### config.mk
export PLATFORM = sky130hd
export DESIGN_NAME = bf_supervisor
export DESIGN_NICKNAME = d
export VERILOG_FILES = /design/src/hdl/bf_pkg.sv /design/src/hdl/bf_log_mem.sv /design/src/hdl/bf_supervisor.sv
export SDC_FILE = /design/constraint.sdc
export NUM_CORES = 2
export LEC_CHECK = 0
export BUFFER_PORTS_ARGS = -buffer_cell sky130_fd_sc_hd__buf_4
export CORE_ASPECT_RATIO = 2
export CORE_MARGIN = 5
export CORE_UTILIZATION = 55
export CTS_CLUSTER_DIAMETER = 200
export DETAILED_ROUTE_END_ITERATION = 6
export PLACE_DENSITY = 0.74
export SYNTH_ARGS = -nofsm -noshare
export SYNTH_HDL_FRONTEND = slang
export SYNTH_SLANG_ARGS = --single-unit
export TNS_END_PERCENT = 20
### constraint.sdc
create_clock -name CORE_CLK -period 21.3 [get_ports CORE_CLK]
set_clock_uncertainty 0.1 [all_clocks]
set_input_delay 1.065 -clock CORE_CLK [delete_from_list [all_inputs] [get_ports CORE_CLK]]
set_output_delay 1.065 -clock CORE_CLK [all_outputs]
set_load 0.1 [all_outputs]
### src/hdl/bf_pkg.sv
// Purpose: shared constants and types for the breaker failure supervision block
// Assumes: one evaluation tick per program cycle, delays counted in 5 ms steps
// Notes:   criterion, event and record layouts live here
package bf_pkg;
  localparam int TIME_STEP_US       = 5000;
  localparam int FAIL_DELAY_DEF     = 40;
  localparam int RETRIP_DELAY_DEF   = 20;
  localparam int DELAY_W            = 18;
  localparam int CNT_W              = 16;
  localparam int LOG_DEPTH          = 12;
  localparam int LOG_AW             = 4;
  localparam int STAMP_W            = 48;
  localparam int CUR_W              = 16;
  localparam int NUM_EVT            = 8;
  localparam int EVT_START          = 0;
  localparam int EVT_RETRIP         = 1;
  localparam int EVT_FAIL           = 2;
  localparam int EVT_BLOCK          = 3;
  localparam int EVT_DOMON          = 4;
  localparam int EVT_SIGNAL         = 5;
  localparam int EVT_PHASE          = 6;
  localparam int EVT_RES            = 7;
  localparam logic [1:0] SEL_ON     = 2'h1;
  localparam logic [1:0] SEL_OFF    = 2'h2;

  typedef enum logic [1:0] {
    CRIT_CURRENT = 2'b00,
    CRIT_CUR_AND_TRIP = 2'b01,
    CRIT_CUR_OR_TRIP = 2'b10,
    CRIT_DIG_INPUT = 2'b11
  } crit_t;

  typedef enum logic [1:0] {
    ST_NORMAL  = 2'b00,
    ST_START   = 2'b01,
    ST_RETRIP  = 2'b10,
    ST_FAILED  = 2'b11
  } cond_t;

  typedef struct packed {
    logic [STAMP_W-1:0] stamp;
    logic [2:0]         event_code;
    logic [CUR_W-1:0]   max_phase;
    logic [CUR_W-1:0]   residual;
    logic [DELAY_W-1:0] to_retrip;
    logic [DELAY_W-1:0] to_fail;
    logic [2:0]         group;
  } rec_t;

  typedef struct packed {
    logic               valid;
    logic [2:0]         code;
    logic               on;
    logic [STAMP_W-1:0] stamp;
  } evt_t;

  localparam int REC_W = $bits(rec_t);

  function automatic logic [DELAY_W-1:0] remaining(input logic [DELAY_W-1:0] lim,
                                                   input logic [DELAY_W-1:0] cnt);
    remaining = (cnt >= lim) ? '0 : lim - cnt;
  endfunction
endpackage

### src/hdl/bf_log_mem.sv
// Purpose: record store for the most recent operation records
// Assumes: one write and one read per cycle
// Notes:   read data come from a register
module bf_log_mem #(
  parameter int DEPTH = 12,
  parameter int AW    = 4,
  parameter int W     = 8
) (
  input  wire logic          clk,
  input  wire logic          ce,
  input  wire logic          we,
  input  wire logic [AW-1:0] waddr,
  input  wire logic [W-1:0]  wdata,
  input  wire logic [AW-1:0] raddr,
  output logic      [W-1:0]  rdata
);
  logic [W-1:0] mem [DEPTH];

  initial begin
    if (DEPTH > (1 << AW)) $error("depth exceeds address range");
  end

  always_ff @(posedge clk) begin
    if (ce && we) begin
      mem[waddr] <= wdata;
    end
  end

  always_ff @(posedge clk) begin
    if (ce) begin
      rdata <= (int'(raddr) < DEPTH) ? mem[raddr] : '0;
    end
  end
endmodule

### src/hdl/bf_supervisor.sv
// Purpose: breaker failure supervision with timers, events, counters and record log
// Assumes: TICK pulses once per evaluation step; inputs synchronous to CORE_CLK
// Notes:   delays are in 5 ms steps
// Functional notes
// - current criterion starts timer on phase or residual pick-up, trip ignored
// - current criterion clears timer when all currents drop below pick-up
// - current-and-trip criterion clears timer while trip output inactive
// - current-and-trip criterion counts only with trip active and current picked up
// - current-and-trip criterion clears when current or trip drops
// - current-or-trip criterion starts on either condition
// - current-or-trip pick-up stays until both conditions drop
// - failure output asserts once the timer has counted the failure delay
// - current-or-trip criterion clears only when both conditions drop
// - input mode starts timer only from digital input, optional qualifiers
// - input mode uses own trip output for failure purpose only
// - ON and OFF events with time stamps for eight status signals
// - per-event selection stores ON, OFF or both
// - resettable counts of retrip, failure, start and blocked
// - twelve newest records kept on ON events of start, retrip, failure and block, oldest overwritten
// - record holds stamp, event, phase, residual, remaining times, group
// - blocking at pick-up reports blocked and releases a running start
// - failure delay in 5 ms steps, default 200 ms
// - optional retrip timer from same pick-up, default 100 ms
module bf_supervisor
  import bf_pkg::*;
#(
  parameter int FAIL_DEF   = bf_pkg::FAIL_DELAY_DEF,
  parameter int RETRIP_DEF = bf_pkg::RETRIP_DELAY_DEF
) (
  input  wire logic                       CORE_CLK,
  input  wire logic                       RST_B,
  input  wire logic                       CE,
  input  wire logic                       TICK,
  input  wire logic                       PHASE_PICKUP,
  input  wire logic                       RESIDUAL_PICKUP,
  input  wire logic                       TRIP_MONITOR,
  input  wire logic                       EXT_TRIP_IN,
  input  wire logic                       BLOCK_IN,
  input  wire logic [bf_pkg::STAMP_W-1:0] TIME_STAMP,
  input  wire logic [bf_pkg::CUR_W-1:0]   MAX_PHASE_CURRENT,
  input  wire logic [bf_pkg::CUR_W-1:0]   RESIDUAL_CURRENT,
  input  wire logic [2:0]                 SETTING_GROUP,
  input  wire logic [7:0]                 REG_ADDR,
  input  wire logic [31:0]                REG_WDATA,
  input  wire logic                       REG_WR,
  input  wire logic                       REG_RD,
  output logic      [31:0]                REG_RDATA,
  output logic                            BREAKER_FAILURE_OUTPUT,
  output logic                            RETRIP_OUTPUT,
  output logic                            FAILURE_TIMER_STARTED,
  output logic                            BLOCKED_OUT,
  output logic                            OWN_TRIP_OUTPUT,
  output bf_pkg::evt_t                    EVENT_OUT,
  output bf_pkg::rec_t                    RECORD_OUT
);
  import bf_pkg::*;

  localparam logic [7:0] A_CTRL      = 8'h00;
  localparam logic [7:0] A_FAIL_DLY  = 8'h04;
  localparam logic [7:0] A_RETR_DLY  = 8'h08;
  localparam logic [7:0] A_EVT_SEL   = 8'h0c;
  localparam logic [7:0] A_STATUS    = 8'h10;
  localparam logic [7:0] A_CNT_RETR  = 8'h14;
  localparam logic [7:0] A_CNT_FAIL  = 8'h18;
  localparam logic [7:0] A_CNT_START = 8'h1c;
  localparam logic [7:0] A_CNT_BLK   = 8'h20;
  localparam logic [7:0] A_CNT_CLR   = 8'h24;
  localparam logic [7:0] A_LOG_SEL   = 8'h28;
  localparam logic [7:0] A_LOG_W0    = 8'h2c;

  initial begin
    if (FAIL_DEF < 1 || FAIL_DEF >= (1 << DELAY_W)) $error("bad failure delay");
    if (RETRIP_DEF < 1 || RETRIP_DEF >= (1 << DELAY_W)) $error("bad retrip delay");
  end

  // control registers
  crit_t                crit_q;
  logic                 retrip_en_q;
  logic                 use_cur_q;
  logic                 use_mon_q;
  logic [DELAY_W-1:0]   fail_dly_q;
  logic [DELAY_W-1:0]   retr_dly_q;
  logic [2*NUM_EVT-1:0] evt_sel_q;
  logic [LOG_AW-1:0]    log_sel_q;

  always_ff @(posedge CORE_CLK) begin
    if (!RST_B) begin
      crit_q      <= CRIT_CURRENT;
      retrip_en_q <= 1'b1;
      use_cur_q   <= 1'b0;
      use_mon_q   <= 1'b0;
      fail_dly_q  <= DELAY_W'(FAIL_DEF);
      retr_dly_q  <= DELAY_W'(RETRIP_DEF);
      evt_sel_q   <= '1;
      log_sel_q   <= '0;
    end else if (CE && REG_WR) begin
      case (REG_ADDR)
        A_CTRL: begin
          crit_q      <= crit_t'(REG_WDATA[1:0]);
          retrip_en_q <= REG_WDATA[2];
          use_cur_q   <= REG_WDATA[3];
          use_mon_q   <= REG_WDATA[4];
        end
        A_FAIL_DLY: fail_dly_q <= REG_WDATA[DELAY_W-1:0];
        A_RETR_DLY: retr_dly_q <= REG_WDATA[DELAY_W-1:0];
        A_EVT_SEL:  evt_sel_q  <= REG_WDATA[2*NUM_EVT-1:0];
        A_LOG_SEL:  log_sel_q  <= REG_WDATA[LOG_AW-1:0];
        default: ;
      endcase
    end
  end

  // sampled inputs, taken at each tick
  logic ph_q, rs_q, mon_q, ext_q, blk_q;
  always_ff @(posedge CORE_CLK) begin
    if (!RST_B) begin
      {ph_q, rs_q, mon_q, ext_q, blk_q} <= '0;
    end else if (CE && TICK) begin
      {ph_q, rs_q, mon_q, ext_q, blk_q} <=
        {PHASE_PICKUP, RESIDUAL_PICKUP, TRIP_MONITOR, EXT_TRIP_IN, BLOCK_IN};
    end
  end

  // start condition per criterion
  logic cur_up, pickup, run;
  always_comb begin
    cur_up = ph_q | rs_q;
    pickup = 1'b0;
    run    = 1'b0;
    case (crit_q)
      CRIT_CURRENT: begin
        pickup = cur_up;
        run    = cur_up;
      end
      CRIT_CUR_AND_TRIP: begin
        pickup = cur_up;
        run    = cur_up & mon_q;
      end
      CRIT_CUR_OR_TRIP: begin
        pickup = cur_up | mon_q;
        run    = cur_up | mon_q;
      end
      CRIT_DIG_INPUT: begin
        run    = ext_q & (!use_cur_q | cur_up) & (!use_mon_q | mon_q);
        pickup = run;
      end
      default: begin
        pickup = 1'b0;
        run    = 1'b0;
      end
    endcase
  end

  // blocking and start state
  logic started_q, blocked_q;
  always_ff @(posedge CORE_CLK) begin
    if (!RST_B) begin
      started_q <= 1'b0;
      blocked_q <= 1'b0;
    end else if (CE && TICK) begin
      blocked_q <= pickup & blk_q;
      started_q <= pickup & !blk_q;
    end
  end

  // timers
  logic [DELAY_W-1:0] fail_cnt_q, retr_cnt_q;
  logic               fail_q, retr_q;
  always_ff @(posedge CORE_CLK) begin
    if (!RST_B) begin
      fail_cnt_q <= '0;
      retr_cnt_q <= '0;
      fail_q     <= 1'b0;
      retr_q     <= 1'b0;
    end else if (CE && TICK) begin
      if (!pickup || blk_q) begin
        fail_cnt_q <= '0;
        retr_cnt_q <= '0;
        fail_q     <= 1'b0;
        retr_q     <= 1'b0;
      end else if (run) begin
        if (fail_cnt_q < fail_dly_q) begin
          fail_cnt_q <= fail_cnt_q + 1'b1;
        end
        if (retr_cnt_q < retr_dly_q) begin
          retr_cnt_q <= retr_cnt_q + 1'b1;
        end
        fail_q <= (fail_cnt_q + 1'b1 >= fail_dly_q);
        retr_q <= retrip_en_q && (retr_cnt_q + 1'b1 >= retr_dly_q);
      end else if (crit_q == CRIT_CUR_AND_TRIP && !mon_q) begin
        fail_cnt_q <= '0;
        retr_cnt_q <= '0;
        fail_q     <= 1'b0;
        retr_q     <= 1'b0;
      end
    end
  end

  assign BREAKER_FAILURE_OUTPUT = fail_q;
  assign RETRIP_OUTPUT          = retr_q;
  assign FAILURE_TIMER_STARTED  = started_q;
  assign BLOCKED_OUT            = blocked_q;
  assign OWN_TRIP_OUTPUT        = (crit_q == CRIT_DIG_INPUT) ? fail_q : 1'b0;

  // event edge detection
  logic [NUM_EVT-1:0] stat_now, stat_prev_q, rise, fall;
  assign stat_now = {rs_q, ph_q, ext_q, mon_q, blocked_q, fail_q, retr_q, started_q};
  assign rise     = stat_now & ~stat_prev_q;
  assign fall     = ~stat_now & stat_prev_q;

  always_ff @(posedge CORE_CLK) begin
    if (!RST_B) begin
      stat_prev_q <= '0;
    end else if (CE) begin
      stat_prev_q <= stat_now;
    end
  end

  // lowest pending event wins this cycle, others follow next cycles
  logic [NUM_EVT-1:0] pend_on_q, pend_off_q;
  logic [2:0]         pick_code;
  logic               pick_on, pick_any;
  always_comb begin
    pick_code = '0;
    pick_on   = 1'b0;
    pick_any  = 1'b0;
    for (int i = NUM_EVT - 1; i >= 0; i--) begin
      if (pend_on_q[i] || pend_off_q[i]) begin
        pick_code = 3'(i);
        pick_on   = pend_on_q[i];
        pick_any  = 1'b1;
      end
    end
  end

  always_ff @(posedge CORE_CLK) begin
    if (!RST_B) begin
      pend_on_q  <= '0;
      pend_off_q <= '0;
    end else if (CE) begin
      for (int i = 0; i < NUM_EVT; i++) begin
        // set wins over the clear of the taken slot
        if (rise[i] && evt_sel_q[2*i]) begin
          pend_on_q[i] <= 1'b1;
        end else if (pick_any && pick_on && pick_code == 3'(i)) begin
          pend_on_q[i] <= 1'b0;
        end
        if (fall[i] && evt_sel_q[2*i+1]) begin
          pend_off_q[i] <= 1'b1;
        end else if (pick_any && !pick_on && pick_code == 3'(i)) begin
          pend_off_q[i] <= 1'b0;
        end
      end
    end
  end

  always_ff @(posedge CORE_CLK) begin
    if (!RST_B) begin
      EVENT_OUT <= '0;
    end else if (CE) begin
      EVENT_OUT.valid <= pick_any;
      EVENT_OUT.code  <= pick_code;
      EVENT_OUT.on    <= pick_on;
      EVENT_OUT.stamp <= TIME_STAMP;
    end
  end

  // cumulative counters
  logic [CNT_W-1:0] cnt_q [4];
  logic [3:0]       cnt_inc;
  assign cnt_inc = {rise[EVT_BLOCK], rise[EVT_START], rise[EVT_FAIL], rise[EVT_RETRIP]};
  always_ff @(posedge CORE_CLK) begin
    if (!RST_B) begin
      for (int i = 0; i < 4; i++) cnt_q[i] <= '0;
    end else if (CE) begin
      for (int i = 0; i < 4; i++) begin
        if (cnt_inc[i]) begin
          cnt_q[i] <= (REG_WR && REG_ADDR == A_CNT_CLR && REG_WDATA[i]) ?
                      CNT_W'(1) : cnt_q[i] + 1'b1;
        end else if (REG_WR && REG_ADDR == A_CNT_CLR && REG_WDATA[i]) begin
          cnt_q[i] <= '0;
        end
      end
    end
  end

  // operation record log on ON events of start, retrip, failure, block
  logic [LOG_AW-1:0] wptr_q;
  logic [LOG_AW:0]   fill_q;
  logic              log_we;
  logic [2:0]        log_code;
  rec_t              rec_new, rec_rd;
  always_comb begin
    log_we   = 1'b0;
    log_code = '0;
    for (int i = 3; i >= 0; i--) begin
      if (rise[i]) begin
        log_we   = 1'b1;
        log_code = 3'(i);
      end
    end
  end

  assign rec_new = '{stamp: TIME_STAMP, event_code: log_code,
                     max_phase: MAX_PHASE_CURRENT, residual: RESIDUAL_CURRENT,
                     to_retrip: remaining(retr_dly_q, retr_cnt_q),
                     to_fail: remaining(fail_dly_q, fail_cnt_q),
                     group: SETTING_GROUP};

  always_ff @(posedge CORE_CLK) begin
    if (!RST_B) begin
      wptr_q <= '0;
      fill_q <= '0;
    end else if (CE && log_we) begin
      wptr_q <= (wptr_q == LOG_AW'(LOG_DEPTH - 1)) ? '0 : wptr_q + 1'b1;
      if (fill_q < (LOG_AW + 1)'(LOG_DEPTH)) begin
        fill_q <= fill_q + 1'b1;
      end
    end
  end

  // log_sel 0 is newest record
  logic [LOG_AW-1:0] rd_idx;
  always_comb begin
    if (log_sel_q < wptr_q) begin
      rd_idx = wptr_q - 1'b1 - log_sel_q;
    end else begin
      rd_idx = LOG_AW'(LOG_DEPTH) + wptr_q - 1'b1 - log_sel_q;
    end
  end

  bf_log_mem #(.DEPTH(LOG_DEPTH), .AW(LOG_AW), .W(REC_W)) u_log (
    .clk   (CORE_CLK),
    .ce    (CE),
    .we    (log_we),
    .waddr (wptr_q),
    .wdata (rec_new),
    .raddr (rd_idx),
    .rdata (rec_rd)
  );
  assign RECORD_OUT = rec_rd;

  // register read, data one cycle after strobe
  cond_t cond;
  always_comb begin
    if (fail_q) cond = ST_FAILED;
    else if (retr_q) cond = ST_RETRIP;
    else if (started_q) cond = ST_START;
    else cond = ST_NORMAL;
  end

  logic [REC_W-1:0] rec_bits;
  assign rec_bits = rec_rd;

  always_ff @(posedge CORE_CLK) begin
    if (!RST_B) begin
      REG_RDATA <= '0;
    end else if (CE) begin
      REG_RDATA <= '0;
      if (REG_RD) begin
        case (REG_ADDR)
          A_CTRL:      REG_RDATA <= {27'h0, use_mon_q, use_cur_q, retrip_en_q, crit_q};
          A_FAIL_DLY:  REG_RDATA <= 32'(fail_dly_q);
          A_RETR_DLY:  REG_RDATA <= 32'(retr_dly_q);
          A_EVT_SEL:   REG_RDATA <= 32'(evt_sel_q);
          A_STATUS:    REG_RDATA <= {20'h0, fill_q, blocked_q, stat_now[7:4], cond};
          A_CNT_RETR:  REG_RDATA <= 32'(cnt_q[0]);
          A_CNT_FAIL:  REG_RDATA <= 32'(cnt_q[1]);
          A_CNT_START: REG_RDATA <= 32'(cnt_q[2]);
          A_CNT_BLK:   REG_RDATA <= 32'(cnt_q[3]);
          A_LOG_SEL:   REG_RDATA <= 32'(log_sel_q);
          A_LOG_W0:        REG_RDATA <= rec_bits[31:0];
          A_LOG_W0 + 8'h4: REG_RDATA <= rec_bits[63:32];
          A_LOG_W0 + 8'h8: REG_RDATA <= rec_bits[95:64];
          A_LOG_W0 + 8'hc: REG_RDATA <= 32'(rec_bits[REC_W-1:96]);
          default:     REG_RDATA <= '0;
        endcase
      end
    end
  end
endmodule

==> metrics.txt <==
post-synthesis average cell area 16.8 um^2; vias per cell 6.56; Yosys cell types 73; final worst-path cycle share 27.4%; clock net sink count 1,861; Seq/Total Area, Yosys 71.7%; RSZ-0062 raised after global routing no; Syn Nets 4,696; Final Setup Violations 0; DRC 0; post-DP HPWL 130 mm; CP max stage cell buf_4; Die Area 0.144 mm^2; pin count of the biggest net entering global routing 123; setup_tns 0 ns; Die Ht 532 um; dominant cell type by area after synthesis edfxtp_1; core area 0.135 mm^2; Worst Tran Pin Value 1.41 ns; Post-synth EDFFs 1,637; crit-path max cell delay 0.90 ns; Rows 191; leakage power 28.6 nW; status finished, final reports clean; Post-Syn Area 0.0748 mm^2; synthesized netlist cell count 4,465; fin. max-slew vios 0; antenna-violating nets left 0; final instance area 0.0846 mm^2; yosys warns 0; top cells by area, synth edfxtp_1 (66%), mux4_2 (11%), dfxtp_1 (6.0%); H-tree lvl count 4; CP Max Fanout 64; Data arrival, critical path 6.28 ns; Placed Instances 6,374; max_cap viols 0; Worst-Skew Late Latency 0.82 ns; cts repair resizes 0; Num CTS Buffers 156; Setup crit end kind flop; first-pass GRT wire length 312 mm; most frequent CP cell buf_4; layout cells sized above 1 21.4%; post-synth top area share 65.7%; antenna violations before repair 13; Final Hold Slack 0.367 ns; Final #Nets 5,026; Synth Register Bits 1,861; Via Count 43,800; CTS tree built; worst min path class flop to flop; cts hold-fix bufs 0; Clk pin slew, worst setup/hold paths 0.07 ns; synthesis-to-layout area growth 13.0%; port bufs 330; Reg2Reg Setup Slack 15.47 ns; GRT Util Overall 29.9%; Buf+Inv Stages, Crit Path 4; required time worst endpoint 21.75 ns; gr ovfl total 0; DRT Pass-1 Iters 6; Fmax 171 MHz; Hold Violations, Final 0; DRT iter0 DRCs 5,209; clock root buffer clkbuf_16; maximum vdd ir drop 0.0989 mV; Setup Fix Bufs, Post-CTS 0; Slew headroom 5.88%; WS Path Type flop to flop; final WL 217 mm; Tmin final 5.83 ns; Startpoint Class flop; PD cells 85.8 mW/mm^2; Primary FF master, synth edfxtp_1; Ports 346; Die W 271 um; number of global-route vias before repair 44,400; fraction of registers with async set/reset 0%; Routability Congestion 1.00; DR WL/cell 32.6 um; CP Cell Sequence inv_1 -> ha_1 -> nand2_1 -> o21ai_0 -> mux2i_4 -> buf_4 -> buf_4 -> buf_4 -> mux4_2 -> a22oi_1 -> nand2_1; CTS Buffer Depth 3; Non-Filler Instances 6,672; final core utilization 62.5%; initial core utilization 55.3%; CP delay by family, top buffers and inverters; placed inst area 0.0795 mm^2
==> worst reg2reg max path, stage by stage (launching register included) <==
cell     delay (ns)
dfxtp_1        0.56
inv_1          0.15
ha_1           0.34
nand2_1        0.06
o21ai_0        0.52
mux2i_4        0.32
buf_4          0.81
buf_4          0.97
buf_4          0.92
mux4_2         0.49
a22oi_1        0.23
nand2_1        0.13
==> registers in the layout, indices dropped and copies added, names as in the netlist, 2 cells and up <==
signal / flops
stat_prev_q: 8
wptr_q: 4
cnt_q: 64
retr_cnt_q: 18
REG_RDATA: 32
crit_q: 2
retr_dly_q: 18
u_log.rdata: 121
fail_dly_q: 18
EVENT_OUT: 53
fill_q: 5
u_log.mem: 1452
pend_off_q: 8
evt_sel_q: 16
fail_cnt_q: 18
pend_on_q: 8
log_sel_q: 4
==> report_power, final <==
| group | leakage (nW) | total (mW) | switching (mW) | internal, mW |
|---|---|---|---|---|
| logic | 9.34 | 0.362 | 0.269 | 0.0927 |
| registers | 16.8 | 4.02 | 0.0466 | 3.98 |
| clock network | 2.46 | 2.87 | 1.32 | 1.55 |
==> cell usage after synthesis, types with 8 or more instances <==
cell / instances
and2_1: 11
o21a_1: 25
a31o_2: 11
nor2b_1: 18
a41oi_1: 8
a211oi_1: 8
inv_1: 111
xor2_1: 43
a21oi_1: 159
and3_1: 38
o211ai_1: 10
a222oi_1: 12
nand2_1: 459
mux2i_1: 71
dfxtp_1: 224
buf_1: 25
nand4b_1: 11
nand3_1: 85
a22o_1: 31
a221oi_1: 30
nor3_1: 43
edfxtp_1: 1637
a21o_1: 22
clkbuf_1: 191
mux4_2: 363
nand4_1: 22
a21boi_0: 8
a31oi_1: 17
ha_1: 91
nor2_1: 258
nor4_1: 17
or4_1: 12
xnor2_1: 68
o21ai_0: 43
a22oi_1: 178
o311ai_0: 10
==> cells by family after synthesis <==
kind of cell               Yosys count  share of synthesized area [%]
buffers and inverters              336                           1.71
xor gates and xnor gates           111                           1.30
other                                1                        0.00501
AOI/OAI and AO/OA                  611                           5.69
and+or+nand+nor                   1013                           6.03
DFF                               1861                           71.7
adders and majority gates           97                           1.68
muxes                              435                           11.9
==> stage by stage <==
step                      power [mW]  setup slack (ns)
final                           7.25             15.47
after global routing            7.46             15.17
after CTS                       7.28             15.48
after detailed placement        4.46             15.50
after global placement          4.46             15.53
after floorplan                 4.31             10.22
==> layout by cell type (no fill, tap or decap), types with 11 or more instances in the layout <==
cell type and instances:
a21o_1 22, a21oi_1 159, a221oi_1 30, a222oi_1 12, a22o_1 31, a22oi_1 178, a31o_2 11, a31oi_1 17
and3_1 38, buf_12 12, buf_4 383, clkbuf_1 40, clkbuf_16 160, clkbuf_8 12, clkinv_1 21, clkinv_2 25
clkinvlp_4 11, dfxtp_1 224, edfxtp_1 1637, ha_1 90, inv_1 110, mux2i_1 70, mux4_2 363, nand2_1 459
nand3_1 85, nand4_1 22, nand4b_1 11, nor2_1 241, nor2_4 12, nor2b_1 17, nor3_1 36, nor4_1 14
o21a_1 25, o21ai_0 39, or4_1 12, xnor2_1 68, xor2_1 43
==> per-layer routing <==
layer,up-vias,global-route usage [%],wire [um]
met5,-,0,29
li1,18300,-,-
met3,525,5.94,18500
met2,2494,49.5,107000
met4,8,18.2,16000
met1,22500,36.3,75800
==> final timing paths <==
check | startpoint | endpoint | depth (start not counted)
setup / recovery | wptr_q[3]$_SDFFE_PN0P_ | u_log.rdata[32]$_SDFFCE_PP0P_ | 11
hold / removal | EVENT_OUT[50]$_SDFFE_PN0P_ | EVENT_OUT[50]$_SDFFE_PN0P_ | 2
hold reg to reg | EVENT_OUT[50]$_SDFFE_PN0P_ | EVENT_OUT[50]$_SDFFE_PN0P_ | 2
setup reg to reg | wptr_q[3]$_SDFFE_PN0P_ | u_log.rdata[32]$_SDFFCE_PP0P_ | 11
==> cell type report <==
cell class	instances	area (um^2)
Clock inverter	80	762
Timing Repair Buffer	396	3130
Multi-Input combinational cell	2268	20100
Inverter	112	425
Fill cell	9530	50700
Antenna cell	6	15.0
Tap cell	1737	2170
Sequential cell	1861	53600
Clock buffer	212	4320
Power figures use the tool's default switching activity.
